--- src/include/sac_params.svh ---
`ifndef SAC_PARAMS_SVH
`define SAC_PARAMS_SVH

////////////////////////////////////////////////////////////////////////////////

// Register byte offsets on the Wishbone bus.
`define SAC_ADR_CTRL 8'h00
`define SAC_ADR_ATTEN 8'h04
`define SAC_ADR_SHIFT 8'h08
`define SAC_ADR_STATUS 8'h0C

// Control register field: writing one re-runs the power-up evaluation.
`define SAC_CTRL_PUP_BIT 0

// Status register field positions.
`define SAC_STAT_SERIAL_BIT 0
`define SAC_STAT_STROBE_BIT 1
`define SAC_STAT_RUN_BIT 2
`define SAC_STAT_SRC_LSB 4

////////////////////////////////////////////////////////////////////////////////

// Positions of the pins inside the synchroniser word.
`define SAC_PIN_SCLK 11
`define SAC_PIN_SDATA 10
`define SAC_PIN_STROBE 9
`define SAC_PIN_SEL 8
`define SAC_PIN_PUP_HI 7
`define SAC_PIN_PUP_LO 6
`define SAC_PIN_W_MSB 5

// Reset values.
`define SAC_SYNC_RST 12'h000
`define SAC_ATTEN_RST 6'h00
`define SAC_SHIFT_RST 6'h00
`define SAC_RDATA_RST 32'h0000_0000

// Power-up select states in half-dB steps: 0, 8, 16 and 31 dB.
`define SAC_PUP_REF 6'h00
`define SAC_PUP_8DB 6'h10
`define SAC_PUP_16DB 6'h20
`define SAC_PUP_31DB 6'h3E

// Cycles allowed for the synchronisers to fill before power-up evaluation.
`define SAC_SETTLE_CYCLES 2'h3

// Power-up source codes shown in the status register.
`define SAC_SRC_NONE 2'h0
`define SAC_SRC_SERIAL 2'h1
`define SAC_SRC_PUP_PINS 2'h2
`define SAC_SRC_PARALLEL 2'h3

`endif

--- src/include/sac_pkg.sv ---
`include "sac_params.svh"

package sac_pkg;

   // Phases of the control core.
   typedef enum logic [1:0] {
      PH_SETTLE,
      PH_EVAL,
      PH_RUN
   } sac_phase_t;

   // State of the pin synchroniser.
   typedef struct packed {
      logic [11:0] s1; // First stage, read only by the second.
      logic [11:0] s2; // Second stage, the usable level.
      logic sclk_d;    // Delayed serial clock for edge finding.
   } sac_sync_state_t;

   // State of the serial shift register.
   typedef struct packed {
      logic [5:0] word; // Parallel outputs of the six stages.
   } sac_shift_state_t;

   // State of the control core and its bus slave.
   typedef struct packed {
      sac_phase_t phase;   // Current phase.
      logic [1:0] settle;  // Settle counter.
      logic [5:0] atten;   // Applied attenuation word.
      logic [1:0] src;     // Where the power-up state came from.
      logic ack;           // Wishbone acknowledge.
      logic [31:0] rdata;  // Wishbone read data.
   } sac_top_state_t;

   // Gathers the six weight pins into one word, 16 dB at the top.
   function automatic logic [5:0] sac_pack_weights(input logic w16, input logic w8,
                                                   input logic w4, input logic w2,
                                                   input logic w1, input logic w05);
      sac_pack_weights = {w16, w8, w4, w2, w1, w05};
   endfunction

   // Maps the two power-up select pins to an attenuation word.
   function automatic logic [5:0] sac_pup_state(input logic hi, input logic lo);
      case ({hi, lo})
         2'h0: sac_pup_state = `SAC_PUP_REF;
         2'h1: sac_pup_state = `SAC_PUP_8DB;
         2'h2: sac_pup_state = `SAC_PUP_16DB;
         default: sac_pup_state = `SAC_PUP_31DB;
      endcase
   endfunction

endpackage

--- src/include/sac_pins_if.sv ---
// Synchronised pin levels and the shift word shared inside the block.
interface sac_pins_if;
   logic sclk_rise;     // One-cycle pulse on a serial clock rising edge.
   logic sdata;         // Synchronised serial data level.
   logic strobe;        // Synchronised hold strobe level.
   logic ser_sel;       // Synchronised interface select level.
   logic pup_hi;        // Synchronised high power-up select.
   logic pup_lo;        // Synchronised low power-up select.
   logic [5:0] weights; // Synchronised weight inputs, 16 dB at the top.
   logic [5:0] shift_word; // Shift register contents.

   modport sync (output sclk_rise, sdata, strobe, ser_sel, pup_hi, pup_lo, weights);
   modport shifter (input sclk_rise, sdata, output shift_word);
   modport core (input sclk_rise, sdata, strobe, ser_sel, pup_hi, pup_lo, weights,
                 shift_word);
endinterface

--- src/sac_top.sv ---
// Register access over Wishbone and the address map were decided locally.
module sac_top
   import sac_pkg::*;
(
   input wire logic clk_i,               // System clock, 100 MHz.
   input wire logic rst_i,               // Synchronous reset, active high.
   input wire logic ser_sel_i,           // Interface select pin, high for serial.
   input wire logic ser_clk_i,           // Serial clock pin from the host.
   input wire logic ser_data_i,          // Serial data pin from the host.
   input wire logic hold_strobe_i,       // Hold strobe pin.
   input wire logic powerup_sel_hi_i,    // High power-up select pin.
   input wire logic powerup_sel_lo_i,    // Low power-up select pin.
   input wire logic weight_sixteen_db_i, // Weight pin, 16 dB.
   input wire logic weight_eight_db_i,   // Weight pin, 8 dB.
   input wire logic weight_four_db_i,    // Weight pin, 4 dB.
   input wire logic weight_two_db_i,     // Weight pin, 2 dB.
   input wire logic weight_one_db_i,     // Weight pin, 1 dB.
   input wire logic weight_half_db_i,    // Weight pin, 0.5 dB.
   output logic [5:0] atten_o,           // Applied attenuation control bits.
   input wire logic wb_cyc_i,            // Wishbone cycle.
   input wire logic wb_stb_i,            // Wishbone strobe.
   input wire logic wb_we_i,             // Wishbone write enable.
   input wire logic [7:0] wb_adr_i,      // Wishbone byte address.
   input wire logic [3:0] wb_sel_i,      // Wishbone byte selects.
   input wire logic [31:0] wb_dat_i,     // Wishbone write data.
   output logic [31:0] wb_dat_o,         // Wishbone read data.
   output logic wb_ack_o                 // Wishbone acknowledge.
);

   ////////////////////////////////////////////////////////////////////////////////

   sac_pins_if pins(); // Synchronised pins and shift word.

   logic [11:0] raw_pins; // Raw pin word handed to the synchroniser.
   logic [5:0] weights_raw; // Raw weight pins gathered into one word.
   sac_top_state_t st_r; // Registered state.
   sac_top_state_t st_nxt; // Next state.
   logic bus_req; // A new bus request is waiting for its answer.
   logic pup_wr; // Software asks for a fresh power-up evaluation.
   logic [31:0] status_word; // Status register contents.

   // The six weights take their binary positions, 16 dB at the top.
   assign weights_raw = sac_pack_weights(weight_sixteen_db_i, weight_eight_db_i,
                                         weight_four_db_i, weight_two_db_i,
                                         weight_one_db_i, weight_half_db_i);

   // All pins come from outside the clock domain and are synchronised together.
   assign raw_pins = {ser_clk_i, ser_data_i, hold_strobe_i, ser_sel_i,
                      powerup_sel_hi_i, powerup_sel_lo_i, weights_raw};

   // Two-stage synchroniser and serial clock edge finder.
   sac_pin_sync u_sync (
      .clk_i(clk_i),
      .rst_i(rst_i),
      .pin_i(raw_pins),
      .pins(pins)
   );

   // Six-stage serial shift register.
   sac_shift_reg u_shift (
      .clk_i(clk_i),
      .rst_i(rst_i),
      .pins(pins)
   );

   ////////////////////////////////////////////////////////////////////////////////

   // Returns the read value of one register, zero for unmapped addresses.
   function automatic logic [31:0] sac_read_mux(input logic [7:0] adr,
                                                input logic [5:0] atten,
                                                input logic [5:0] word,
                                                input logic [31:0] stat);
      case (adr)
         `SAC_ADR_ATTEN: sac_read_mux = {26'h0000000, atten};
         `SAC_ADR_SHIFT: sac_read_mux = {26'h0000000, word};
         `SAC_ADR_STATUS: sac_read_mux = stat;
         default: sac_read_mux = 32'h0000_0000;
      endcase
   endfunction

   // Status shows the selected interface, the strobe, whether the phase is PH_RUN and the source.
   always_comb begin
      status_word = 32'h0000_0000;
      status_word[`SAC_STAT_SERIAL_BIT] = pins.ser_sel;
      status_word[`SAC_STAT_STROBE_BIT] = pins.strobe;
      status_word[`SAC_STAT_RUN_BIT] = (st_r.phase == PH_RUN);
      status_word[`SAC_STAT_SRC_LSB +: 2] = st_r.src;
   end

   // A request is new while cycle and strobe stand and no answer is out yet.
   assign bus_req = wb_cyc_i & wb_stb_i & ~st_r.ack;

   // The control register takes a one in its low bit through byte lane zero.
   assign pup_wr = bus_req & wb_we_i & (wb_adr_i == `SAC_ADR_CTRL) & wb_sel_i[0] &
                   wb_dat_i[`SAC_CTRL_PUP_BIT];

   ////////////////////////////////////////////////////////////////////////////////

   // Next-state logic: power-up evaluation, latch behaviour and bus answers.
   always_comb begin
      st_nxt = st_r;
      st_nxt.ack = bus_req;
      st_nxt.rdata = `SAC_RDATA_RST;
      // Read data is prepared in the same cycle as the acknowledge.
      if (bus_req && !wb_we_i) begin
         st_nxt.rdata = sac_read_mux(wb_adr_i, st_r.atten, pins.shift_word, status_word);
      end
      case (st_r.phase)
         PH_SETTLE: begin
            // Wait until the synchronisers hold real pin levels.
            if (st_r.settle == `SAC_SETTLE_CYCLES) begin
               st_nxt.phase = PH_EVAL;
            end else begin
               st_nxt.settle = st_r.settle + 2'h1;
            end
         end
         PH_EVAL: begin
            // One cycle that sets the power-up state from the pins.
            st_nxt.phase = PH_RUN;
            if (pins.ser_sel) begin
               st_nxt.atten = pins.weights;
               st_nxt.src = `SAC_SRC_SERIAL;
            end else if (!pins.strobe) begin
               st_nxt.atten = sac_pup_state(pins.pup_hi, pins.pup_lo);
               st_nxt.src = `SAC_SRC_PUP_PINS;
            end else begin
               st_nxt.atten = pins.weights;
               st_nxt.src = `SAC_SRC_PARALLEL;
            end
         end
         PH_RUN: begin
            // The strobe opens the latch; a low strobe holds the last word.
            if (pins.strobe) begin
               if (pins.ser_sel) begin
                  st_nxt.atten = pins.shift_word;
               end else begin
                  st_nxt.atten = pins.weights;
               end
            end else begin
               // Held here, which also keeps any power-up state in place.
               st_nxt.atten = st_r.atten;
            end
         end
         default: begin
            st_nxt.phase = PH_SETTLE;
         end
      endcase
      // Software can ask for the power-up choice to be taken again.
      if (pup_wr) begin
         st_nxt.phase = PH_EVAL;
      end
   end

   // Registers the whole core state.
   always_ff @(posedge clk_i) begin
      if (rst_i) begin
         st_r.phase <= PH_SETTLE;
         st_r.settle <= 2'h0;
         st_r.atten <= `SAC_ATTEN_RST;
         st_r.src <= `SAC_SRC_NONE;
         st_r.ack <= 1'b0;
         st_r.rdata <= `SAC_RDATA_RST;
      end else begin
         st_r <= st_nxt;
      end
   end

   // Outputs come straight from flip-flops.
   assign atten_o = st_r.atten;
   assign wb_dat_o = st_r.rdata;
   assign wb_ack_o = st_r.ack;
endmodule

--- src/sac_pin_sync.sv ---
module sac_pin_sync
   import sac_pkg::*;
(
   input wire logic clk_i,        // System clock.
   input wire logic rst_i,        // Synchronous reset, active high.
   input wire logic [11:0] pin_i, // Raw pins from outside the clock domain.
   sac_pins_if.sync pins          // Synchronised levels and edge pulse.
);

   sac_sync_state_t st_r; // Registered state.
   sac_sync_state_t st_nxt; // Next state.

   ////////////////////////////////////////////////////////////////////////////////

   // Two stages per pin; the clock edge is found from the second stage only.
   always_comb begin
      st_nxt = st_r;
      st_nxt.s1 = pin_i;
      st_nxt.s2 = st_r.s1;
      st_nxt.sclk_d = st_r.s2[`SAC_PIN_SCLK];
   end

   // Registers the synchroniser state.
   always_ff @(posedge clk_i) begin
      if (rst_i) begin
         st_r.s1 <= `SAC_SYNC_RST;
         st_r.s2 <= `SAC_SYNC_RST;
         st_r.sclk_d <= 1'b0;
      end else begin
         st_r <= st_nxt;
      end
   end

   // Serial clock rising edge is a one-cycle pulse.
   assign pins.sclk_rise = st_r.s2[`SAC_PIN_SCLK] & ~st_r.sclk_d;
   assign pins.sdata = st_r.s2[`SAC_PIN_SDATA];
   assign pins.strobe = st_r.s2[`SAC_PIN_STROBE];
   assign pins.ser_sel = st_r.s2[`SAC_PIN_SEL];
   assign pins.pup_hi = st_r.s2[`SAC_PIN_PUP_HI];
   assign pins.pup_lo = st_r.s2[`SAC_PIN_PUP_LO];
   assign pins.weights = st_r.s2[`SAC_PIN_W_MSB:0];

endmodule

--- src/sac_shift_reg.sv ---
module sac_shift_reg
   import sac_pkg::*;
(
   input wire logic clk_i,  // System clock.
   input wire logic rst_i,  // Synchronous reset, active high.
   sac_pins_if.shifter pins // Edge pulse and data in, word out.
);

   sac_shift_state_t st_r; // Registered state.
   sac_shift_state_t st_nxt; // Next state.

   ////////////////////////////////////////////////////////////////////////////////

   // Shifts left on each serial clock rising edge; the strobe plays no part here.
   always_comb begin
      st_nxt = st_r;
      if (pins.sclk_rise) begin
         st_nxt.word = {st_r.word[4:0], pins.sdata};
      end
   end

   // Registers the six stages.
   always_ff @(posedge clk_i) begin
      if (rst_i) begin
         st_r.word <= `SAC_SHIFT_RST;
      end else begin
         st_r <= st_nxt;
      end
   end

   // The first bit sent ends up in the top stage after six edges.
   assign pins.shift_word = st_r.word;
endmodule

--- config.mk ---
export PLATFORM = sky130hd
export DESIGN_NAME = sac_top
export DESIGN_NICKNAME = d
export VERILOG_FILES = /design/src/include/sac_pkg.sv /design/src/include/sac_pins_if.sv /design/src/sac_top.sv /design/src/sac_pin_sync.sv /design/src/sac_shift_reg.sv
export VERILOG_INCLUDE_DIRS = /design/src /design/src/include
export SDC_FILE = /design/constraint.sdc
export NUM_CORES = 1
export LEC_CHECK = 0
export BUFFER_PORTS_ARGS = -buffer_cell sky130_fd_sc_hd__buf_4
export CORE_ASPECT_RATIO = 1.5
export CORE_MARGIN = 5
export CORE_UTILIZATION = 46
export DETAILED_ROUTE_END_ITERATION = 16
export PLACE_DENSITY = 0.87
export SYNTH_ARGS = -nofsm -noshare
export SYNTH_HDL_FRONTEND = slang
export SYNTH_SLANG_ARGS = --single-unit
export TNS_END_PERCENT = 100
--- constraint.sdc ---
create_clock -name clk_i -period 1.55 [get_ports clk_i]
set_input_delay 0.3875 -clock clk_i [delete_from_list [all_inputs] [get_ports clk_i]]
set_output_delay 0.3875 -clock clk_i [all_outputs]
set_load 0.05 [all_outputs]
# Yosys cells after proc, flatten, opt, wreduce, memory -nomap -nowiden
# Index checks and enable logic that the tools add are counted.
dict set report word_totals {
  reg_bits 76
  out_inout_bits 39
  in_bits 61
}
dict set report classes {
  n_bitwise 12
  eq_ne 12
  reduce_logical 12
  add_sub_neg 1
  muxes 10
}
# op count
set ops {}
lappend ops {{6-bit case mux with 3 select lines} 2}
lappend ops {{8-bit by 4-bit == test with 1-bit output (second input constant)} 2}
lappend ops {{8-bit two-way mux} 2}
lappend ops {{6-bit two-way mux} 2}
lappend ops {{6-bit case mux with 2 select lines} 1}
lappend ops {{8-bit by 3-bit == test with 1-bit output (second input constant)} 1}
lappend ops {{8-bit zero test} 1}
lappend ops {{2-bit AND reduction} 4}
lappend ops {{1-bit AND} 7}
lappend ops {{2-bit == test (second input constant)} 3}
lappend ops {{2-bit case mux with 3 select lines} 1}
lappend ops {{1-bit NOT} 5}
lappend ops {{2-bit by 1-bit == test with 1-bit output (second input constant)} 2}
lappend ops {{2-bit zero test} 2}
lappend ops {{2-bit != test (second input constant)} 2}
lappend ops {{2-bit OR reduction} 2}
lappend ops {{3-bit != test (second input constant)} 1}
lappend ops {{2-bit by 1-bit adder with 2-bit output (second input constant)} 1}
lappend ops {{2-bit two-way mux} 1}
lappend ops {{2-bit by 1-bit != test with 1-bit output (second input constant)} 1}
lappend ops {{2-bit nonzero test} 1}
lappend ops {{1-bit logical AND} 1}
lappend ops {{1-bit zero test} 1}
lappend ops {{1-bit two-way mux} 1}

# Longest topological paths before layout
# Gate-level depths: netlist (run 1).
dict set report depth {
  word_depth 8
  ltp_mapped 6
  depth_no_buf 4
}

# Hierarchy
# A second synthesis (run 1) with hierarchy kept.
dict set report hier_totals {
  cells_unflattened 239
  area_unflattened_um2 2253.4
}
# module n_inst cells_per_inst area_each_um2
set modules_own_cells {}
lappend modules_own_cells {sac_top 1 161 1306.3}
lappend modules_own_cells {sac_pin_sync 1 59 733.2}
lappend modules_own_cells {sac_shift_reg 1 19 214.0}

# Worst setup path before layout (run 1)
# Ideal clock, no wire load.
dict set report synth_path {
  kind {input -> register}
  start {in wb_adr_i[3]}
  end {reg st_r[43] (netlist bit)}
  setup_slack_ns 0.222
  arrival_time_ns 1.271
  path_stages 4
  setup_ns 0.057
  required_ns 1.493
  path_cell_list {buf_2 or2_2 nor4_1 o21ba_2}
}
dict set report synth_via {
  elab_chain_len 6
}
# item line
set synth_lines {}
lappend synth_lines {{from (decl)} sac_top.sv:23} ;# input wire logic [7:0] wb_adr_i,
lappend synth_lines {{8-bit zero test (no source line) *} --}
lappend synth_lines {{1-bit AND * (3 in series)} sac_top.sv:94} ;# assign pup_wr = bus_req & wb_we_i & (wb_adr_i == `SAC_ADR_CTRL) & wb_sel_i[0] &
lappend synth_lines {{3-bit != test (no source line) / 2-bit != test (equally long branches)} --}
lappend synth_lines {{2-bit AND reduction (no source line)} --}
lappend synth_lines {{to (signal assigned)} sac_top.sv:164} ;# st_r <= st_nxt;
lappend synth_lines {{to (decl)} sac_top.sv:36} ;# sac_top_state_t st_r;
# Every way passes the cells marked *; elsewhere a longest branch is shown, timed or not.
# A chain may end at the register's enable or synchronous reset.

# Worst setup path in the final report (run 1)
dict set report layout_path {
  start {reg st_r[43] (netlist bit)}
  end {reg st_r, in the netlist atten_o[4]}
}
dict set report layout_via {
  elab_chain_len 3
}
# item line
set layout_lines {}
lappend layout_lines {{2-bit == test / 2-bit by 1-bit == test with 1-bit output (equally long branches)} sac_top.sv:108} ;# case (st_r.phase)
lappend layout_lines {{2-bit by 1-bit != test with 1-bit output (no source line) / 2-bit nonzero test (equally long branches)} --}
lappend layout_lines {{2-bit AND reduction (no source line)} --}
# Several ways; a longest one is shown, not always the timed one.

==> reports/metrics.csv, run 1 <==
metric;value;unit
status;finished clean;
finalSetupViolations;0;
fp.dieH;94.4;um
first_iter_violations;92;
ys_seq_area_share;45.9;%
setup_ws;0.164;ns
numPortBuffers;39;
fp.coreArea;4580;um^2
gr-total-overflow;0;
cts_sinks;50;
drt-vias-per-instance;4.49;
hold_path_class;in -> reg;
synthCells;230;
diodes;0;
first_pass_iters;4;
antenna_found_initial;0;
max-slew-margin-rel;62.6;%
hold_viol;0;
synthTopCellsByArea;dfxtp_1 (46%), buf_4 (13%), nor2b_1 (8.0%);
cellPowerDensity;1220;nW/um^2
cap_violations;0;
initial_core_util;47.7;%
ir_worst_vdd;0.000686;V
cp.required;1.79;ns
dieWidth;66.2;um
r2r_slack;0.16;ns
place.gp.congestion;0.770;
endpoint;atten_o[4];
synth_cell_type_count;32;
postCtsSetupBuffers;0;
crit_path_end_kind;register;
path_max_fanout;6;
nNetsFinal;318;
dpl.hpwl;2680;um
ys_seq_elements;50;
cts_tree;done;
fmax;721;MHz
hold_buffers;0;
wl;3420;um
yosysTopAreaCell;dfxtp_1;
placedCellCount;313;
layout-drive-gt1-share;23.0;%
startpoint;st_r[43];
cts-htree-levels;2;
post_cts_resized;0;
area_growth;13.4;%
clk_latency;0.30;ns
r2r-start;st_r[43];
rsz0062_at_grt;no;
synth_area;2180;um^2
fin_cells;321;
io_pins;100;
yosysTopAreaCellShare;45.9;%
worstHoldPathCells;2;
avgSynthCellArea;9.49;um^2
cts_made_buffers;5;
crit_type;reg -> reg;
tightest_slew;0.561;ns
clockRootBuffer;clkbuf_8;
ff2ff_path_depth;4;
detailedPlace.worstSlack;0.0259;ns
wl_per_cell;10.7;um
num_vias;1440;
r2r-end;atten_o[4];
detail-route-antenna-nets;0;
first_global_vias;1293;
grt_pass1_wl;5510;um
rows;30;
drcViolationCount;0;
grtUsageTotal;11.4;%
drv_slew;0;
finClkSkew;0.00644;ns
fillers;438;
start_kind;register;
leakagePower;1.08;nW
dieArea;6250;um^2
fin_crit;1.39;ns
grt_start_max_net_pins;30;
clkTransAtPathRegs;0.09;ns
fin_crit_sh;89.4;%
yosys_warnings;0;
tns;0;ns
cts.path.max_buffers;2;
critPathArrivalTime;1.62;ns
-- cell usage in the layout, fill, tap and decap left out --
cell type	n
a211oi_1	3
a21oi_1	6
a221o_1	3
a22oi_1	6
a31oi_1	2
and2b_1	1
buf_4	44
bufinv_16	2
clkbuf_8	5
clkinv_4	1
conb_1	26
dfxtp_1	50
ha_1	1
inv_1	1
mux2_2	5
mux2i_1	14
nand2_1	8
nand2b_1	3
nand3_1	4
nand3b_1	1
nand4bb_1	2
nor2_1	23
nor2b_1	28
nor3_1	4
nor3b_1	1
nor4_1	2
o21a_1	1
o21ai_0	6
o21ai_1	1
o21ba_2	1
or2_2	1
xnor2_1	1
-- cell families (layout without fill, tap and decap cells) --
logic type / Yosys count / in the layout / share of synthesized area, %
simple gates: 78 / 78 / 19.0
buf+inv: 51 / 53 / 16.2
flops: 50 / 50 / 45.9
compound gates: 29 / 29 / 8.83
mux: 19 / 19 / 9.00
fa+ha+maj: 1 / 1 / 0.573
other cells: 1 / 26 / 0.172
xor+xnor: 1 / 1 / 0.401
-- worst min path at each step --
stage / startpoint / end / slack [ns]
6_report: weight_two_db_i / u_sync.st_nxt[3] / 0.29
5_1_grt: weight_eight_db_i / u_sync.st_nxt[5] / 0.28
4_1_cts: weight_eight_db_i / u_sync.st_nxt[5] / 0.29
3_5_place_dp: u_sync.st_nxt[12] / u_sync.st_nxt[0] / 0.42
3_3_place_gp: u_sync.st_nxt[12] / u_sync.st_nxt[0] / 0.42
2_1_floorplan: u_sync.st_nxt[8] / u_sync.pins.pup_hi / 0.41
-- registers in the layout, summed over array words and instances, names as in the netlist, 6 cells and up --
| name | cells |
|---|---|
| atten_o | 6 |
| u_sync.st_nxt | 13 |
| u_shift.pins.shift_word | 6 |
| st_r | 6 |
| u_sync.pins.weights | 6 |
| wb_dat_o | 6 |
-- metrics by stage --
step | utilization [%] | power (W) | hold slack (ns) | instance area [um^2]
global placement | 51.0 | 0.00197 | 0.417 | 2340
CTS | 54.0 | 0.00303 | 0.288 | 2470
global route | 54.0 | 0.00316 | 0.278 | 2470
finish | 54.0 | 0.00301 | 0.292 | 2470
detailed placement | 51.0 | 0.00199 | 0.420 | 2340
floorplan | - | 0.00194 | 0.414 | 2280
-- synth_stat cells --
cell / instances
a211oi_1: 3
a21oi_1: 6
a221o_1: 3
a22oi_1: 6
a31oi_1: 2
and2b_1: 1
buf_2: 3
buf_4: 38
buf_6: 2
clkbuf_1: 7
conb_1: 1
dfxtp_1: 50
ha_1: 1
inv_1: 1
mux2_2: 5
mux2i_1: 14
nand2_1: 8
nand2b_1: 3
nand3_1: 4
nand3b_1: 1
nand4bb_1: 2
nor2_1: 23
nor2b_1: 28
nor3_1: 4
nor3b_1: 1
nor4_1: 2
o21a_1: 1
o21ai_0: 6
o21ai_1: 1
o21ba_2: 1
or2_2: 1
xnor2_1: 1
-- layer usage --
layer,GRT usage [%],vias to the layer above,part of all wire (%)
met3,4.17,7,9.4
met5,0,-,0
met4,4.58,0,1.7
li1,-,752,-
met2,20.0,60,50
met1,12.2,621,39
-- power breakdown --
part | internal [W] | switching, W | leakage, nW
clock | 0.000645 | 0.000400 | 0.0683
combinational | 0.000198 | 0.000343 | 0.606
sequential | 0.00137 | 0.0000546 | 0.409
-- cell type report --
| type | count | area, um^2 | area share (%) |
|---|---|---|---|
| repair buffers | 44 | 330 | 13.3 |
| clock inverters | 3 | 68.8 | 2.78 |
| well taps | 64 | 80.1 | 3.24 |
| clock buffers | 5 | 68.8 | 2.78 |
| flip-flops and latches | 50 | 1000 | 40.4 |
| inverters | 1 | 3.75 | 0.152 |
| multi-input cells | 154 | 922 | 37.3 |
-- critical path, cell delays in order (launching register included) --
cell	delay (ns)
dfxtp_1	0.40
nand2b_1	0.29
a31oi_1	0.13
a221o_1	0.37
a21oi_1	0.13
No activity file was read; power rests on OpenSTA's default activity.
==> inputs of run 2 (changes only) <==
- CORE_MARGIN: 5 -> not set
==> run 2 against run 1 <==
Against the previous run: non-clock buffer count decreased by 1; worst setup slack got worse by 0.0093 ns; final cell count decreased by 0.31%; clock-buffer cell count unchanged; combinational power about the same; cell area decreased by 1.5%; fmax decreased by 0.67%; core utilization decreased by 0.35 points; critical endpoint is now atten_o[5]; largest power group unchanged.
==> reports/metrics.csv, run 2 (same netlist as run 1, synthesis figures left out) <==
metric;value;unit
largest_reg_flops;13;
cts_sinks;50;
fp.coreArea;4540;um^2
status;finished clean;
clkTransAtPathRegs;0.08;ns
tns;0;ns
path_max_fanout;6;
placedCellCount;312;
num_vias;1440;
dieWidth;58.2;um
postCtsSetupBuffers;0;
hold_path_end;u_sync.st_nxt[3];
start_kind;register;
r2r-start;st_r[43];
grt_start_max_net_pins;30;
fin_crit;1.40;ns
gr-total-overflow;0;
area_growth;11.8;%
tightest_slew;0.563;ns
multiInputGateArea;922;um^2
fillers;384;
cts_tree;done;
fp.dieH;86.4;um
worst_path_largest_cell_delay;0.41;ns
dpl.hpwl;2350;um
drt-vias-per-instance;4.50;
clk_latency;0.29;ns
io_pins;100;
detail-route-antenna-nets;0;
dieArea;5030;um^2
hold_path_class;in -> reg;
crit_path_end_kind;register;
ir_worst_vdd;0.000899;V
cap_violations;0;
hold_buffers;0;
cp_cell_sequence;nand2b_1 -> a31oi_1 -> a221o_1 -> a21oi_1;
rsz0062_at_grt;no;
finClkSkew;0.00653;ns
hp-start;weight_two_db_i;
first_global_vias;1265;
final_common_cell;dfxtp_1;
place.gp.congestion;0.841;
cp_slowest_cell;dfxtp_1;
grt_pass1_wl;5270;um
r2r_slack;0.15;ns
max-slew-margin-rel;62.4;%
drv_slew;0;
clockRootBuffer;clkbuf_8;
leakagePower;1.07;nW
wl_per_cell;10.0;um
post_cts_resized;0;
critPathArrivalTime;1.62;ns
cellPowerDensity;1160;nW/um^2
first_iter_violations;40;
drcViolationCount;0;
cts_made_buffers;5;
crit_family;compound AO/OA/AOI/OAI gates;
fin_cells;320;
final_cell_mix;dfxtp_1 (50), buf_4 (43), nor2b_1 (28);
finalSetupViolations;0;
fin_crit_sh;90.0;%
r2r-end;atten_o[5];
initial_core_util;48.0;%
cts-htree-levels;2;
worstHoldPathCells;2;
antenna_found_initial;0;
hold_viol;0;
grtUsageTotal;13.6;%
cp_num_buf_inv;0;
seq_area;1000;um^2
layout-drive-gt1-share;22.7;%
diodes;0;
cp.required;1.78;ns
rows;30;
first_pass_iters;4;
cts.path.max_buffers;2;
wl;3210;um
ff2ff_path_depth;4;
crit_type;reg -> reg;
numPortBuffers;39;
fmax;717;MHz
nNetsFinal;317;
run 2: cell types whose count changed in the layout (fill, tap and decap cells not counted), sizes merged:
cell	previous run	this run
buf	44	43
bufinv	2	1
clkinv	1	2
run 2: how the worst max path moves through the flow:
stage                      from          to  cells after the start
finish                 st_r[43]  atten_o[5]                      4
global route           st_r[43]  atten_o[5]                      4
CTS                    st_r[43]  atten_o[5]                      4
detailed placement  wb_adr_i[7]    st_r[43]                      5
global placement    wb_adr_i[7]    st_r[43]                      5
floorplan           wb_adr_i[3]    st_r[43]                      4
run 2: layout make-up:
type	instances	area share, %
flip-flops and latches	50	41.0
clock buffers	5	2.82
clock inverters	3	1.64
inverters	1	0.154
repair buffers	43	13.2
multi-input cells	154	37.8
well taps	64	3.28
run 2: metal layers:
metal | up-vias | wire (um) | global-route usage, %
met4 | 0 | 66 | 8.23
met5 | - | 0 | 0
met3 | 6 | 210 | 4.48
li1 | 752 | - | -
met1 | 623 | 1330 | 14.0
met2 | 59 | 1600 | 23.3
run 2: per-stage QoR:
step	hold WS [ns]	power [W]	util [%]	cell area [um^2]	worst slack, ns
finish	0.299	0.00282	53.7	2440	0.154
global route	0.291	0.00296	53.7	2440	0.00896
CTS	0.289	0.00285	53.7	2440	0.160
detailed placement	0.422	0.00199	51.3	2330	0.0184
global placement	0.418	0.00197	51.3	2330	0.0513
floorplan	0.414	0.00194	-	2280	0.222
run 2: where the power goes:
group / switching (W) / internal (W) / leakage, nW
clock network: 0.000386 / 0.000474 / 0.0579
logic: 0.000342 / 0.000196 / 0.601
registers: 0.0000535 / 0.00137 / 0.409
